<file path="src/pkg/msg_ctrl_pkg.sv">
// Constants for the readout buffer message controller.
// Assumes one 10 MHz clock domain; no other package is needed.
package msg_ctrl_pkg;
    // ----------------------------------------------------------------
    // Message bus layout
    // ----------------------------------------------------------------
    localparam int MSG_W = 12;
    localparam int TYPE_W = 4;
    localparam int VAL_W = 8;
    localparam int STAT_W = 10;
    localparam int BUF_W = 6;
    localparam int XING_W = 24;
    // ----------------------------------------------------------------
    // Message type codes
    // ----------------------------------------------------------------
    localparam logic [3:0] MT_IDLE = 4'h0;
    localparam logic [3:0] MT_IN_BUF = 4'h1;
    localparam logic [3:0] MT_XING = 4'h3;
    localparam logic [3:0] MT_SCAN_BUF = 4'h4;
    localparam logic [3:0] MT_EVENT = 4'h5;
    localparam logic [3:0] MT_CLEAR = 4'hd;
    localparam logic [3:0] MT_RESET = 4'he;
    // Values carried by the reset message
    localparam logic [7:0] RST_VAL_FIFO = 8'h01;
    localparam logic [7:0] RST_VAL_FULL = 8'h02;
    // ----------------------------------------------------------------
    // Status bus bit positions (bus is active low)
    // ----------------------------------------------------------------
    localparam int ST_IN_BUSY = 0;
    localparam int ST_SCAN_BUSY = 1;
    // ----------------------------------------------------------------
    // Register map, byte addresses
    // ----------------------------------------------------------------
    localparam logic [7:0] A_CTRL = 8'h00;
    localparam logic [7:0] A_STATUS = 8'h04;
    localparam logic [7:0] A_COUNT = 8'h08;
    localparam logic [7:0] A_EVENT = 8'h0c;
    // Control register bit positions (bits 0 to 2 write one, self clearing; bit 3 holds enable)
    localparam int C_CLEAR = 0;
    localparam int C_RST_FIFO = 1;
    localparam int C_RST_FULL = 2;
    localparam int C_ENABLE = 3;
    localparam logic [31:0] CTRL_RESET = 32'h0000_0008;
endpackage

</file>
<file path="src/rtl/readout_buffer_message_control.sv">
// Readout buffer message controller: message bus, status latch,
// slave-ready / finished handshake and an AHB-Lite register slave.
// Assumes all inputs are synchronous to hclk and accept strobes are
// one-cycle pulses from the trigger link receiver.
// Notes on behaviour
// - On first-level accept, send the input buffer number to the modules.
// - On second-level accept, send the buffer number to be read out.
// - Message bus is 12 bits: 4-bit type, 8-bit value.
// - First-level accept issues type 1 with input buffer number 0 to 63.
// - First-level accept issues type 3 with the low 8 crossing bits.
// - Second-level accept issues type 4 with scan buffer number 0 to 63.
// - Second-level accept issues type 5 with the event number.
// - Type 13 clears all error conditions on the status bus.
// - Type 14 value resets input FIFOs or reinitialises the whole module.
// - Status bits are active low and held in latches.
// - Slave-ready and finished are open-collector, active low lines.
// - After second-level accept and data ready, pull slave-ready low.
// - On finished low, release slave-ready to permit the next transfer.
//
// The AHB-Lite slave port and the placing of the registers were left to the implementer.
`timescale 1ns/1ns
`default_nettype none

module readout_buffer_message_control #(
    parameter int QUEUE_W = 3
) (
    input wire logic hclk,
    input wire logic hresetn,
    input wire logic hsel,
    input wire logic [31:0] haddr,
    input wire logic [1:0] htrans,
    input wire logic hwrite,
    input wire logic [2:0] hsize,
    input wire logic [31:0] hwdata,
    input wire logic hready,
    output logic [31:0] hrdata,
    output logic hreadyout,
    output logic hresp,
    input wire logic first_level_accept,
    input wire logic second_level_accept,
    input wire logic [23:0] crossing_number,
    output logic [11:0] message,
    output logic message_valid,
    input wire logic [9:0] status_n,
    input wire logic slave_ready_n_in,
    output logic slave_ready_n_out,
    output logic slave_ready_n_oe,
    input wire logic finished_n_in,
    output logic finished_n_out,
    output logic finished_n_oe
);
    // ----------------------------------------------------------------
    // State
    // ----------------------------------------------------------------
    typedef enum logic [1:0] {HS_IDLE, HS_WAIT_DATA, HS_READY, HS_RELEASE} hs_e;

    typedef struct packed {
        // Message bus output
        logic [11:0] msg;
        logic msg_v;

        // Buffer, crossing and event numbers carried by messages
        logic [5:0] in_buf;
        logic [5:0] scan_buf;
        logic [7:0] xing;
        logic [7:0] event_num;

        // Pending message pairs and transfers still owed a slave-ready
        logic [1:0] l1_pend;
        logic [1:0] l2_pend;
        logic [QUEUE_W:0] out_pend;

        // Latched status, handshake state and software control
        logic [9:0] stat;
        hs_e hs;
        logic enable;
        logic [2:0] cmd;
        logic [15:0] event_count;

        // Bus data phase and the first status stage
        logic ph_wr;
        logic ph_rd;
        logic [7:0] ph_addr;
        logic [31:0] rdata;
        logic [9:0] stat_sync;
    } state_s;

    state_s cur_reg;
    state_s cur_next;

    // ----------------------------------------------------------------
    // Status inputs
    // ----------------------------------------------------------------
    // Every line is active low; invert per bit so one means asserted
    logic [msg_ctrl_pkg::STAT_W-1:0] stat_asserted;

    genvar gi;
    generate
        for (gi = 0; gi < msg_ctrl_pkg::STAT_W; gi++) begin : g_stat
            assign stat_asserted[gi] = ~status_n[gi];
        end
    endgenerate

    // ----------------------------------------------------------------
    // Next-state logic
    // ----------------------------------------------------------------
    always_comb begin
        logic addr_phase;
        logic [QUEUE_W:0] pend;
        logic [2:0] wr_cmd;
        addr_phase = 1'b0;
        pend = '0;
        wr_cmd = 3'h0;
        cur_next = cur_reg;
        cur_next.msg_v = 1'b0;

        // Two register stages before the handshake looks at the status
        cur_next.stat_sync = stat_asserted;
        cur_next.stat = cur_reg.stat_sync;

        // ------------------------------------------------------------
        // Bus slave
        // ------------------------------------------------------------
        // Always zero wait states, word registers only
        addr_phase = hsel && hready && htrans[1];
        if (cur_reg.ph_wr) begin
            if (cur_reg.ph_addr == msg_ctrl_pkg::A_CTRL) begin
                // Merged after the message issue so a new request is never lost
                wr_cmd = {hwdata[msg_ctrl_pkg::C_RST_FULL],
                          hwdata[msg_ctrl_pkg::C_RST_FIFO],
                          hwdata[msg_ctrl_pkg::C_CLEAR]};
                cur_next.enable = hwdata[msg_ctrl_pkg::C_ENABLE];
            end
        end
        cur_next.ph_wr = addr_phase && hwrite;
        cur_next.ph_rd = addr_phase && !hwrite;
        cur_next.ph_addr = haddr[7:0];
        if (addr_phase && !hwrite) begin
            case (haddr[7:0])
                msg_ctrl_pkg::A_CTRL: begin
                    cur_next.rdata = {28'h0000000, cur_reg.enable, 3'h0};
                end
                msg_ctrl_pkg::A_STATUS: begin
                    cur_next.rdata = {20'h00000,
                                      cur_reg.hs == HS_READY,
                                      cur_reg.hs == HS_WAIT_DATA,
                                      cur_reg.stat};
                end
                msg_ctrl_pkg::A_COUNT: begin
                    cur_next.rdata = {16'h0000, cur_reg.event_count};
                end
                msg_ctrl_pkg::A_EVENT: begin
                    cur_next.rdata = {12'h000,
                                      cur_reg.scan_buf,
                                      cur_reg.in_buf,
                                      cur_reg.xing};
                end
                default: begin
                    cur_next.rdata = 32'h0000_0000;
                end
            endcase
        end

        // ------------------------------------------------------------
        // Accept capture and message issue
        // ------------------------------------------------------------
        // Accept strobes queue their message pairs; second of pair follows
        if (first_level_accept && cur_reg.enable) begin
            cur_next.l1_pend = 2'h2;
            cur_next.xing = crossing_number[7:0];
        end
        if (second_level_accept && cur_reg.enable) begin
            cur_next.l2_pend = 2'h2;
        end

        // One message per cycle; first-level pair has priority
        if (cur_reg.l1_pend == 2'h2) begin
            cur_next.msg = {msg_ctrl_pkg::MT_IN_BUF, 2'b00, cur_reg.in_buf};
            cur_next.msg_v = 1'b1;
            cur_next.l1_pend = 2'h1;
        end else if (cur_reg.l1_pend == 2'h1) begin
            cur_next.msg = {msg_ctrl_pkg::MT_XING, cur_reg.xing};
            cur_next.msg_v = 1'b1;
            cur_next.l1_pend = 2'h0;
            cur_next.in_buf = cur_reg.in_buf + 6'h01;
        end else if (cur_reg.l2_pend == 2'h2) begin
            cur_next.msg = {msg_ctrl_pkg::MT_SCAN_BUF, 2'b00, cur_reg.scan_buf};
            cur_next.msg_v = 1'b1;
            cur_next.l2_pend = 2'h1;
        end else if (cur_reg.l2_pend == 2'h1) begin
            cur_next.msg = {msg_ctrl_pkg::MT_EVENT, cur_reg.event_num};
            cur_next.msg_v = 1'b1;
            cur_next.l2_pend = 2'h0;
            cur_next.scan_buf = cur_reg.scan_buf + 6'h01;
            cur_next.event_num = cur_reg.event_num + 8'h01;
            pend = cur_next.out_pend + 1'b1;
            cur_next.out_pend = pend;
        end else if (cur_reg.cmd[0]) begin
            cur_next.msg = {msg_ctrl_pkg::MT_CLEAR, 8'h00};
            cur_next.msg_v = 1'b1;
            cur_next.cmd[0] = 1'b0;
        end else if (cur_reg.cmd[1]) begin
            cur_next.msg = {msg_ctrl_pkg::MT_RESET, msg_ctrl_pkg::RST_VAL_FIFO};
            cur_next.msg_v = 1'b1;
            cur_next.cmd[1] = 1'b0;
        end else if (cur_reg.cmd[2]) begin
            cur_next.msg = {msg_ctrl_pkg::MT_RESET, msg_ctrl_pkg::RST_VAL_FULL};
            cur_next.msg_v = 1'b1;
            cur_next.cmd[2] = 1'b0;
        end
        // Only the codes above ever reach the bus; idle shows type 0
        if (!cur_next.msg_v) begin
            cur_next.msg = {msg_ctrl_pkg::MT_IDLE, 8'h00};
        end
        // A write landing as its command goes out must not be cleared
        cur_next.cmd = cur_next.cmd | wr_cmd;

        // ------------------------------------------------------------
        // Slave-ready handshake
        // ------------------------------------------------------------
        // One event at a time; out_pend wraps to zero past 15 pending transfers, dropping all of them
        case (cur_reg.hs)
            HS_IDLE: begin
                if (cur_reg.out_pend != '0) begin
                    cur_next.hs = HS_WAIT_DATA;
                end
            end
            HS_WAIT_DATA: begin
                // Wait for the modules to finish filling the buffers
                if (!cur_reg.stat[msg_ctrl_pkg::ST_IN_BUSY]) begin
                    cur_next.hs = HS_READY;
                end
            end
            HS_READY: begin
                if (!finished_n_in) begin
                    cur_next.hs = HS_RELEASE;
                    cur_next.event_count = cur_reg.event_count + 16'h0001;
                    pend = cur_next.out_pend - 1'b1;
                    cur_next.out_pend = pend;
                end
            end
            HS_RELEASE: begin
                // Finished must return high before another slave-ready
                if (finished_n_in) begin
                    cur_next.hs = HS_IDLE;
                end
            end
            default: cur_next.hs = HS_IDLE;
        endcase
    end

    // ----------------------------------------------------------------
    // Registers
    // ----------------------------------------------------------------
    always_ff @(posedge hclk or negedge hresetn) begin
        if (!hresetn) begin
            cur_reg <= '0;
            cur_reg.hs <= HS_IDLE;
            cur_reg.enable <= msg_ctrl_pkg::CTRL_RESET[msg_ctrl_pkg::C_ENABLE];
        end else begin
            cur_reg <= cur_next;
        end
    end

    // ----------------------------------------------------------------
    // Outputs
    // ----------------------------------------------------------------
    assign message = cur_reg.msg;
    assign message_valid = cur_reg.msg_v;
    assign hrdata = cur_reg.rdata;
    assign hreadyout = 1'b1;
    assign hresp = 1'b0;
    // Open collector: only ever pull low, enable is active low
    assign slave_ready_n_out = 1'b0;
    assign slave_ready_n_oe = (cur_reg.hs != HS_READY);
    assign finished_n_out = 1'b0;
    assign finished_n_oe = 1'b1;
endmodule

`default_nettype wire

</file>
<file path="config.mk">
export PLATFORM = sky130hd
export DESIGN_NAME = readout_buffer_message_control
export DESIGN_NICKNAME = d
export VERILOG_FILES = /design/src/pkg/msg_ctrl_pkg.sv /design/src/rtl/readout_buffer_message_control.sv
export SDC_FILE = /design/constraint.sdc
export NUM_CORES = 1
export LEC_CHECK = 0
export BUFFER_PORTS_ARGS = -buffer_cell sky130_fd_sc_hd__buf_2
export CORE_MARGIN = 8
export CORE_UTILIZATION = 35
export DETAILED_ROUTE_END_ITERATION = 7
export PLACE_DENSITY = 0.59
export SYNTH_ARGS = -nofsm -noshare
export SYNTH_HDL_FRONTEND = slang
export SYNTH_SLANG_ARGS = --single-unit
export TNS_END_PERCENT = 1
</file>
<file path="constraint.sdc">
create_clock -name hclk -period 5.6 [get_ports hclk]
set_input_delay 1.12 -clock hclk [delete_from_list [all_inputs] [get_ports hclk]]
set_output_delay 1.12 -clock hclk [all_outputs]
set_load 0.02 [all_outputs]
</file>
# Word-level counts from Yosys, hierarchy flattened
# Cells that the tools add are included.
[word_totals]
regBits = 132
output_inout_bits = 51
wordCells = 105
[classes]
n_addsub = 6
n_eq_ne = 16
n_mux = 33
n_bitwise = 15
reduce_logical = 17
[ops]
columns = ["cell", "n"]
rows = [
  ["13-bit two-way mux", 7],
  ["20-bit one-hot mux with 4 select lines", 1],
  ["2-bit two-way mux", 10],
  ["3-bit two-way mux", 6],
  ["6-bit two-way mux", 3],
  ["16-bit by 1-bit adder with 16-bit output, second input constant", 1],
  ["8-bit by 4-bit == test with 1-bit output, second input constant", 2],
  ["8-bit zero test", 2],
  ["1-bit NOT", 14],
  ["6-bit by 1-bit adder with 6-bit output, second input constant", 2],
  ["12-bit two-way mux", 1],
  ["4-bit two-way mux", 3],
  ["2-bit != test, second input constant", 5],
  ["8-bit by 1-bit adder with 8-bit output, second input constant", 1],
  ["2-bit == test, second input constant", 4],
  ["8-bit by 3-bit == test with 1-bit output, second input constant", 1],
  ["8-bit by 4-bit != test with 1-bit output, second input constant", 1],
  ["2-bit one-hot mux with 4 select lines", 1],
  ["4-bit AND reduction", 2],
  ["2-bit by 1-bit == test with 1-bit output, second input constant", 3],
  ["1-bit logical AND", 6],
  ["2-bit AND reduction", 3],
  ["4-bit by 1-bit adder with 4-bit output, second input constant", 1],
  ["4-bit nonzero test", 1],
  ["6 further kinds", 6],
]

# Logic depth before layout (Yosys ltp)
# Gate-level depths: netlist of the first run.
[logic_depth]
ltp_word = 9
mapped_depth = 9
mapped_depth_nobuf = 8

# Worst setup path after synthesis of the first run
# OpenSTA, ideal clock, no wires.
[synth_timing]
path_kind = "input-to-reg"
startpoint = "in haddr[2]"
endpoint = "reg cur_reg (netlist bit hrdata[3])"
setup_time_ns = 0.121
arrival_ns = 2.169
required_time_ns = 5.479
path_slack_ns = 3.310
cell_stages = 3
path_cell_list = "clkbuf_1 > mux4_2 > a22o_1"
[synth_via]
elab_chain_len = 2
[synth_lines]
columns = ["item", "line", "text"]
rows = [
  ["start: declaration", "readout_buffer_message_control.sv:30", "input wire logic [31:0] haddr,"],
  ["8-bit by 4-bit == test with 1-bit output, or another cell as far along", "readout_buffer_message_control.sv:139", "case (haddr[7:0])"],
  ["20-bit one-hot mux with 4 select lines *", "readout_buffer_message_control.sv:139", ""],
  ["end signal: assignment", "readout_buffer_message_control.sv:261", "cur_reg <= cur_next;"],
  ["end: declaration", "readout_buffer_message_control.sv:88", "state_s cur_reg;"],
]
# Mark *: on every way between the ends. The rest lies on a longest branch, timed or not.
# A chain may end at the register's enable or synchronous reset.

# Worst setup path after layout of the first run
[layout_timing]
startpoint = "reg cur_reg[88] (netlist bit)"
endpoint = "reg cur_reg (netlist bit message[1])"
[layout_via]
elab_chain_len = 6
[layout_lines]
columns = ["item", "line", "text"]
rows = [
  ["2-bit by 1-bit == test with 1-bit output", "readout_buffer_message_control.sv:190", "end else if (cur_reg.l2_pend == 2'h1) begin"],
  ["13-bit two-way mux", "readout_buffer_message_control.sv:190", ""],
  ["13-bit two-way mux", "readout_buffer_message_control.sv:186", "end else if (cur_reg.l2_pend == 2'h2) begin"],
  ["13-bit two-way mux", "readout_buffer_message_control.sv:181", "end else if (cur_reg.l1_pend == 2'h1) begin"],
  ["13-bit two-way mux", "readout_buffer_message_control.sv:177", "if (cur_reg.l1_pend == 2'h2) begin"],
  ["8-bit by 4-bit != test with 1-bit output (no source line) or 12-bit two-way mux (tied branches)", "n/a", ""],
]
# Several ways; a longest one is shown, not always the timed one.

==> metrics.log, run 1 <==
INFO  metric vias_per_cell = between 4 and 5
INFO  metric dr.max_layer_used = met5
INFO  metric rsz0062_at_grt = false
INFO  metric tritoncts = built
INFO  metric die_y = ~140 µm
INFO  metric effective_utilization_at_floorplan = 0.358
INFO  metric static-leakage-power = 3.10 nW
INFO  metric portBuffers = 72
INFO  metric clk_transition_reported_paths = 50 ps
INFO  metric endpoint_kind = register
INFO  metric fp.dieW = 143 µm
INFO  metric timing.critical_path.arrival = roughly 3100 ps
INFO  metric report.final.setup_viol = 0
INFO  metric worst_slew_margin_rel = 0.215
INFO  metric yosys.area_share.xor_xnor = 0.0571
INFO  metric count_of_maximum_capacitance_violations = 0
INFO  metric site_rows = 46
INFO  metric post-route-min-period = between 2000 and 3000 ps
INFO  metric combinational_share_of_power = 0.270
INFO  metric worstPathRequired = about 5900 ps
INFO  metric largest_register_ff_count = 77
INFO  metric post-route-period-util = 0.491
INFO  metric power_per_cell_area = approximately 460 nW/µm²
INFO  metric count_of_flip_flops_with_a_built_in_enable_after_synthesis = 0
INFO  metric synth-simple-area-share = 0.131
INFO  metric post_cts_hold_buffer_count = 0
INFO  metric cts_max_path_buffers = 2
INFO  metric peakVddDrop = 0.242 mV
INFO  metric detail_route.drc_violations = 0
INFO  metric internal_power = 0.00198 W
INFO  metric power = approximately 0.003 W
INFO  metric grt_antenna_before_repair = 1
INFO  metric grt_first_pass_wirelength = 20400 µm
INFO  metric asyncSetResetFlopFracSynth = 1.00
INFO  metric critPathMaxFanout = 20
INFO  metric cts_resized = 0
INFO  metric syn-instance-count = a little over 500
INFO  metric maxSlewViolCount = 0
INFO  metric numClockSinks = 120
INFO  metric dieArea = 20600 µm²
INFO  metric first_iter_violations = a little over 200
INFO  metric synth-warning-count = 0
INFO  metric final_cell_count_no_fill = slightly below 800
INFO  metric dp_hpwl = 9130 µm
INFO  metric design.final.nets = 685
INFO  metric sequential_cell_area_fraction_in_the_yosys_report = 0.529
INFO  metric place_congestion = 0.785
INFO  metric top_library_cells_by_usage_in_the_layout_fill_and_taps_aside = 119 x dfrtp_1, 71 x buf_2, 58 x nand2_1
INFO  metric drive_gt1_frac = 0.231
INFO  metric pin_count_of_the_biggest_net_entering_global_routing = 76
INFO  metric total_switching_power = 0.000979 W
INFO  metric ctsRootBufferMaster = clkbuf_16
INFO  metric clock_tree.htree_level_count = 4
INFO  metric synth-compound-area-share = 0.0875
INFO  metric startpoint_type = register
INFO  metric clock_skew = about 6.8 ps
INFO  metric post-cts-setup-buffers = 0
INFO  metric power.sequential.fraction = 0.391
INFO  metric worst_margin_slew = 1170 ps
INFO  metric power.switching_fraction = 0.331
INFO  metric synth_top_family_by_area = simple AND/OR/NAND/NOR gates
INFO  metric synth_top_flop_cell = dfrtp_1
INFO  metric route.layer.met1.wl = 5680 µm
INFO  metric netlist-cell-type-count = 48
INFO  metric area_growth = 14.1%
INFO  metric post-place-cells = 753
INFO  metric min-delay-path-class = register to register
INFO  metric synth_area_per_cell = about 11 µm²
INFO  metric postRouteAntennaNets = 0
INFO  metric routedWlPerCell = 16.3 µm
INFO  metric syn_area = approximately 5700 µm²
INFO  metric io_pins = 163
INFO  metric timing.setup.critical_path_class = register to register
INFO  metric core_area = ~16000 µm²
INFO  metric finalHoldViolations = 0
INFO  metric grt.total_usage = 0.130
INFO  metric status = finished, final reports clean
INFO  metric share_clk_of_total_power = 0.339
INFO  metric grt_overflow_total = 0
INFO  metric synthMuxAreaShare = 0.0621
INFO  metric num_vias = 3720
INFO  metric first_pass_iters = 4
INFO  metric met2WireLength = 5850 µm
INFO  metric timing.hold.ws = 345 ps
INFO  metric grt_pass1_vias = 3815
INFO  metric cts_buffers = 17
INFO  metric insertion_delay = 410 ps
INFO  metric diodes = 0
INFO  metric yosys.area_share.adder = 0.0375
INFO  metric layout_commonest_cell = dfrtp_1
INFO  metric synth_seq_cells = 120
INFO  metric route.final.wire_length = 12700 µm
INFO  metric setup-tns-final = 0 ps
INFO  metric met3_wirelength = 1030 µm
INFO  metric fmaxAchievable = 363 MHz
[path summary, 6_finish.rpt]
| check | from | endpoint | slack [ps] | cells past startpoint |
|---|---|---|---|---|
| worst max-delay path | cur_reg[88] | message[1] | 2850 | 7 |
| worst min-delay path | cur_next[82] | cur_reg[82] | 340 | 0 |
| worst max register to register | cur_reg[88] | message[1] | 2850 | 7 |
| worst min register to register | cur_next[82] | cur_reg[82] | 340 | 0 |
| max in group asynchronous | hresetn | cur_reg[113] | 3590 | 2 |
| min in group asynchronous | hresetn | cur_reg[69] | 830 | 1 |
[per-layer routing]
layer  vias to the layer above  GRT usage
met1                      1795      0.165
li1                       1796          -
met3                        19     0.0511
met5                         -          0
met2                       108      0.198
met4                         2     0.0432
[Yosys cell counts (6+ instances only)]
master / instances / area share
nand3_1: 9 / 0.0079
nor2b_1: 7 / 0.0077
inv_1: 22 / 0.015
ha_1: 17 / 0.037
a22o_1: 7 / 0.011
a22oi_1: 12 / 0.016
mux2_2: 24 / 0.048
xnor2_1: 24 / 0.037
nand2_1: 58 / 0.038
buf_2: 8 / 0.0071
o21ai_0: 29 / 0.026
buf_4: 49 / 0.065
mux2i_1: 6 / 0.011
xor2_1: 13 / 0.020
a21oi_1: 11 / 0.0097
clkbuf_1: 9 / 0.0059
nor2_1: 14 / 0.0093
nor3_1: 12 / 0.011
nand4_1: 8 / 0.0088
dfrtp_1: 119 / 0.52
[critical path: stages, from the launching register on]
cell	delay, ps
dfrtp_1	420
inv_1	70
ha_1	600
or2_2	280
nor3_1	70
nor3_1	970
nand2_1	150
o21ai_0	110
[cell type report]
type                    instances  area [µm²]
repair buffers                 75         385
flip-flops and latches        120        3000
fillers                      1526        9400
well taps                     216         270
inverters                      22        82.6
clock inverters                 3        40.0
clock buffers                  27         503
multi-input cells             320        2200
[power by group through the flow]
| stage | sequential [W] | clock (W) | combinational [W] |
|---|---|---|---|
| 2_1_floorplan | 0.00113 | 0 | 0.000640 |
| 3_3_place_gp | 0.00116 | 0 | 0.000772 |
| 3_5_place_dp | 0.00117 | 0 | 0.000799 |
| 4_1_cts | 0.00116 | 0.00103 | 0.000805 |
| 5_1_grt | 0.00118 | 0.00108 | 0.000895 |
| 6_report | 0.00116 | 0.00100 | 0.000800 |
[through the flow]
step                      area, µm²  utilization  worst slack, ps
after global placement         5940        0.374             2490
after global routing           6480        0.408             2620
final                          6480        0.408             2850
after detailed placement       5940        0.374             2470
after CTS                      6480        0.408             2820
after floorplan                5740            -             3310
[cell families (layout without fill, tap and decap cells)]
| group | after synthesis | after routing |
|---|---|---|
| AO/OA/AOI/OAI | 76 | 76 |
| XOR/XNOR | 37 | 37 |
| adder cells (fa/ha/maj) | 17 | 17 |
| buffers and inverters | 91 | 127 |
| flip-flops | 120 | 120 |
| multiplexers | 31 | 31 |
| other | 2 | 17 |
| AND/OR/NAND/NOR | 142 | 142 |
Note: power is estimated with default switching activity, not from simulation.
==> inputs of run 2 (changes only) <==
--- a/config.mk
+++ b/config.mk
@@ -5,11 +5,12 @@
 export SDC_FILE = /design/constraint.sdc
 export NUM_CORES = 1
 export LEC_CHECK = 0
+export ABC_AREA = 1
 export BUFFER_PORTS_ARGS = -buffer_cell sky130_fd_sc_hd__buf_2
 export CORE_MARGIN = 8
 export CORE_UTILIZATION = 35
 export DETAILED_ROUTE_END_ITERATION = 7
-export PLACE_DENSITY = 0.59
+export PLACE_DENSITY = 0.58
 export SYNTH_ARGS = -nofsm -noshare
 export SYNTH_HDL_FRONTEND = slang
 export SYNTH_SLANG_ARGS = --single-unit
==> constraint.sdc (replaced) <==
create_clock -name hclk -period 2.8 [get_ports hclk]
set_input_delay 0.56 -clock hclk [delete_from_list [all_inputs] [get_ports hclk]]
set_output_delay 0.56 -clock hclk [all_outputs]
set_load 0.02 [all_outputs]
==> run 2 against run 1 <==
  * Cell area is 7.3% higher
  * Via count grew 22%
  * Setup slack worse by 2100 ps
  * Global-route usage grew 0.74 points
  * Sequential power rose by 99%
  * Sequential cell count stayed put
  * Largest cell class unchanged
==> metrics.log, run 2 <==
INFO  metric place_congestion = 0.853 (was 0.785)
INFO  metric finalHoldViolations = 0 (unchanged)
INFO  metric rsz0062_at_grt = false (unchanged)
INFO  metric drive_gt1_frac = 0.178 (was 0.231)
INFO  metric cts_buffers = 17 (unchanged)
INFO  metric internal_power = 0.00407 W (was 0.00198 W)
INFO  metric crit_path_top_delay_cell = dfrtp_1 (was nor3_1)
INFO  metric diodes = 0 (unchanged)
INFO  metric syn-instance-count = 698 (was 516)
INFO  metric peak_usage_layer_in_the_global_routing_report = met2 (unchanged)
INFO  metric post_cts_hold_buffer_count = 0 (unchanged)
INFO  metric setup-tns-final = 0 ps (unchanged)
INFO  metric layout_commonest_cell = nand2_1 (was dfrtp_1)
INFO  metric path_cells = inv_1 > ha_1 > inv_2 > nand3_4 > nand2_1 > nand2_1 > inv_1 > ha_1 > o21ai_0 (was inv_1 > ha_1 > or2_2 > nor3_1 > nor3_1 > nand2_1 > o21ai_0)
INFO  metric post-route-period-util = 0.718 (was 0.491)
INFO  metric postRouteAntennaNets = 0 (unchanged)
INFO  metric status = finished, final reports clean (unchanged)
INFO  metric portBuffers = 72 (unchanged)
INFO  metric route.final.wire_length = 14100 µm (was 12700 µm)
INFO  metric ctsRootBufferMaster = clkbuf_16 (unchanged)
INFO  metric stage_delay_of_the_slowest_cell_on_the_critical_path = 370 ps (was 970 ps)
INFO  metric synth_seq_cells = 120 (unchanged)
INFO  metric endpoint_kind = register (unchanged)
INFO  metric synth.most_common_cell = nand2_1 (was dfrtp_1)
INFO  metric netlist-cell-type-count = 36 (was 48)
INFO  metric min-delay-path-class = primary input to async pin (was register to register)
INFO  metric synth_largest_area_cell = dfrtp_1 (unchanged)
INFO  metric pin_count_of_the_biggest_net_entering_global_routing = 54 (was 76)
INFO  metric synth-warning-count = 0 (unchanged)
INFO  metric static-leakage-power = 3.70 nW (was 3.10 nW)
INFO  metric vias_per_cell = 4.58 (was 4.75)
INFO  metric grt_pass1_vias = 4562 (was 3815)
INFO  metric clk_transition_reported_paths = 60 ps (was 50 ps)
INFO  metric dieArea = 21700 µm² (was 20600 µm²)
INFO  metric worst_margin_slew = 601 ps (was 1170 ps)
INFO  metric syn_area = 6030 µm² (was 5680 µm²)
INFO  metric startpoint_type = register (unchanged)
INFO  metric synth_area_per_cell = 8.64 µm² (was 11.0 µm²)
INFO  metric power = 0.00652 W (was 0.00296 W)
INFO  metric dp_hpwl = 10600 µm (was 9130 µm)
INFO  metric synth.area.top_cells = dfrtp_1 49%, nand2_1 10%, buf_4 6.2% (was dfrtp_1 52%, buf_4 6.5%, mux2_2 4.8%)
INFO  metric worst_slew_margin_rel = 0.598 (was 0.215)
INFO  metric post-cts-setup-buffers = 0 (unchanged)
INFO  metric power_per_cell_area = 938 nW/µm² (was 457 nW/µm²)
INFO  metric met3_usage = 0.0406 (was 0.0511)
INFO  metric post-route-min-period = 2010 ps (was 2750 ps)
INFO  metric sequential_cell_area_fraction_in_the_yosys_report = 0.498 (was 0.529)
INFO  metric cts_max_path_buffers = 2 (unchanged)
INFO  metric tritoncts = built (unchanged)
INFO  metric synth_commonest_cells = 160 x nand2_1, 119 x dfrtp_1, 79 x inv_1 (was 119 x dfrtp_1, 58 x nand2_1, 49 x buf_4)
INFO  metric power.switching_fraction = 0.376 (was 0.331)
INFO  metric placedInstanceArea = 6380 µm² (was 5940 µm²)
INFO  metric power.sequential.fraction = 0.354 (was 0.391)
INFO  metric routedWlPerCell = 14.2 µm (was 16.3 µm)
INFO  metric count_of_flip_flops_with_a_built_in_enable_after_synthesis = 0 (unchanged)
INFO  metric num_vias = 4529 (was 3720)
INFO  metric detail_route.drc_violations = 0 (unchanged)
INFO  metric die_y = 147 µm (was 143 µm)
INFO  metric worstPathRequired = 3130 ps (was 5930 ps)
INFO  metric global_route.usage.met1 = 0.184 (was 0.165)
INFO  metric numClockSinks = 120 (unchanged)
INFO  metric effective_utilization_at_floorplan = 0.354 (was 0.358)
INFO  metric report.final.setup_viol = 0 (unchanged)
INFO  metric cts_resized = 0 (unchanged)
INFO  metric layout.cell_area.non_filler = 6960 µm² (was 6480 µm²)
INFO  metric peakVddDrop = 0.466 mV (was 0.242 mV)
INFO  metric finish.utilization = 0.408 (about the same)
INFO  metric grt_overflow_total = 0 (unchanged)
INFO  metric grt_antenna_before_repair = 0 (was 1)
INFO  metric area_growth = 15.4% (was 14.1%)
INFO  metric asyncSetResetFlopFracSynth = 1.00 (unchanged)
INFO  metric clock_skew = 8.60 ps (was 6.77 ps)
INFO  metric maxSlewViolCount = 0 (unchanged)
INFO  metric post-synth-top-area-fraction = 0.494 (was 0.524)
INFO  metric critPathMaxFanout = 17 (was 20)
INFO  metric timing.setup.critical_path_class = register to register (unchanged)
INFO  metric insertion_delay = 420 ps (was 410 ps)
INFO  metric count_of_maximum_capacitance_violations = 0 (unchanged)
INFO  metric globalRouteMet2Util = 0.206 (was 0.198)
INFO  metric first_pass_iters = 5 (was 4)
INFO  metric grt.total_usage = 0.137 (was 0.130)
INFO  metric first_iter_violations = 294 (was 206)
INFO  metric largest_register_ff_count = 77 (unchanged)
INFO  metric design.final.nets = 880 (was 685)
INFO  metric grt_first_pass_wirelength = 23600 µm (was 20400 µm)
INFO  metric fmaxAchievable = 497 MHz (was 363 MHz)
INFO  metric total_switching_power = 0.00245 W (was 0.000979 W)
INFO  metric core_area = 17100 µm² (was 15900 µm²)
INFO  metric share_clk_of_total_power = 0.327 (was 0.339)
INFO  metric fp.dieW = 147 µm (was 143 µm)
INFO  metric timing.hold.ws = 107 ps (was 345 ps)
INFO  metric top_library_cells_by_usage_in_the_layout_fill_and_taps_aside = 160 x nand2_1, 119 x dfrtp_1, 79 x inv_1 (was 119 x dfrtp_1, 71 x buf_2, 58 x nand2_1)
INFO  metric combinational_share_of_power = 0.318 (was 0.270)
INFO  metric timing.critical_path.arrival = 2340 ps (was 3080 ps)
INFO  metric site_rows = 48 (was 46)
INFO  metric clock_tree.htree_level_count = 4 (unchanged)
INFO  metric synth_top_flop_cell = dfrtp_1 (unchanged)
INFO  metric io_pins = 163 (unchanged)
run 2: changes by cell type after synthesis, sizes merged, moves of 8 or more:
cell / previous run / this run
a22oi: 12 / 1
inv: 22 / 83
mux2: 24 / 1
nand2: 58 / 166
nand3: 9 / 70
nor2: 14 / 63
o21ai: 29 / 38
xnor2: 24 / 6
xor2: 13 / 21
run 2: critical path, delay by kind of cell, from the launching register on:
kind,cells,cell delay [ps]
adders and majority gates,2,630
and+or+nand+nor,3,410
DFF,1,370
buffers and inverters,3,350
AOI/OAI and AO/OA,1,150
run 2: logic make-up (layout without fill, tap and decap cells):
| kind of cell | after synthesis | after routing | synth area share |
|---|---|---|---|
| AND/OR/NAND/NOR | 325 | 325 | 0.244 |
| flip-flops | 120 | 120 | 0.498 |
| XOR/XNOR | 27 | 27 | 0.0392 |
| AO/OA/AOI/OAI | 60 | 60 | 0.0552 |
| adder cells (fa/ha/maj) | 17 | 17 | 0.0353 |
| buffers and inverters | 146 | 196 | 0.125 |
| multiplexers | 1 | 1 | 0.00187 |
| other | 2 | 17 | 0.00125 |
run 2: path summary, 6_finish.rpt:
check	from	endpoint	cells past startpoint	slack (ps)
worst max-delay path	cur_reg[90]	cur_reg[85]	9	790
worst min-delay path	hresetn	message[0]	1	110
worst max register to register	cur_reg[90]	cur_reg[85]	9	790
worst min register to register	cur_next[80]	cur_reg[80]	0	350
max in group asynchronous	hresetn	cur_reg[71]	2	1980
min in group hclk	haddr[4]	cur_reg[46]	1	270
run 2: per-stage QoR:
step,setup slack (ps),cells
after floorplan,1150,713
final,789,988
after global routing,629,988
after global placement,719,957
after CTS,751,988
after detailed placement,659,957
run 2: layout make-up:
cell class                      count  area, µm²
Tap cell                          225        282
Fill cell                        1726      10100
Clock inverter                     12        126
Multi-Input combinational cell    447       2330
Sequential cell                   120       3000
Timing Repair Buffer               82        450
Inverter                           83        312
Clock buffer                       19        453
run 2: metal layers:
layer	wire [µm]	share of wire
met3	631	0.045
met4	231	0.016
met1	6920	0.49
met5	0	0
met2	6290	0.45
run 2: power by group through the flow:
| stage | Combinational, W | Sequential (W) | Clock [W] |
|---|---|---|---|
| after global routing | 0.00236 | 0.00235 | 0.00226 |
| final | 0.00208 | 0.00231 | 0.00213 |
| after detailed placement | 0.00207 | 0.00233 | 0 |
| after global placement | 0.00204 | 0.00233 | 0 |
| after CTS | 0.00209 | 0.00231 | 0.00218 |
| after floorplan | 0.00163 | 0.00227 | 0 |
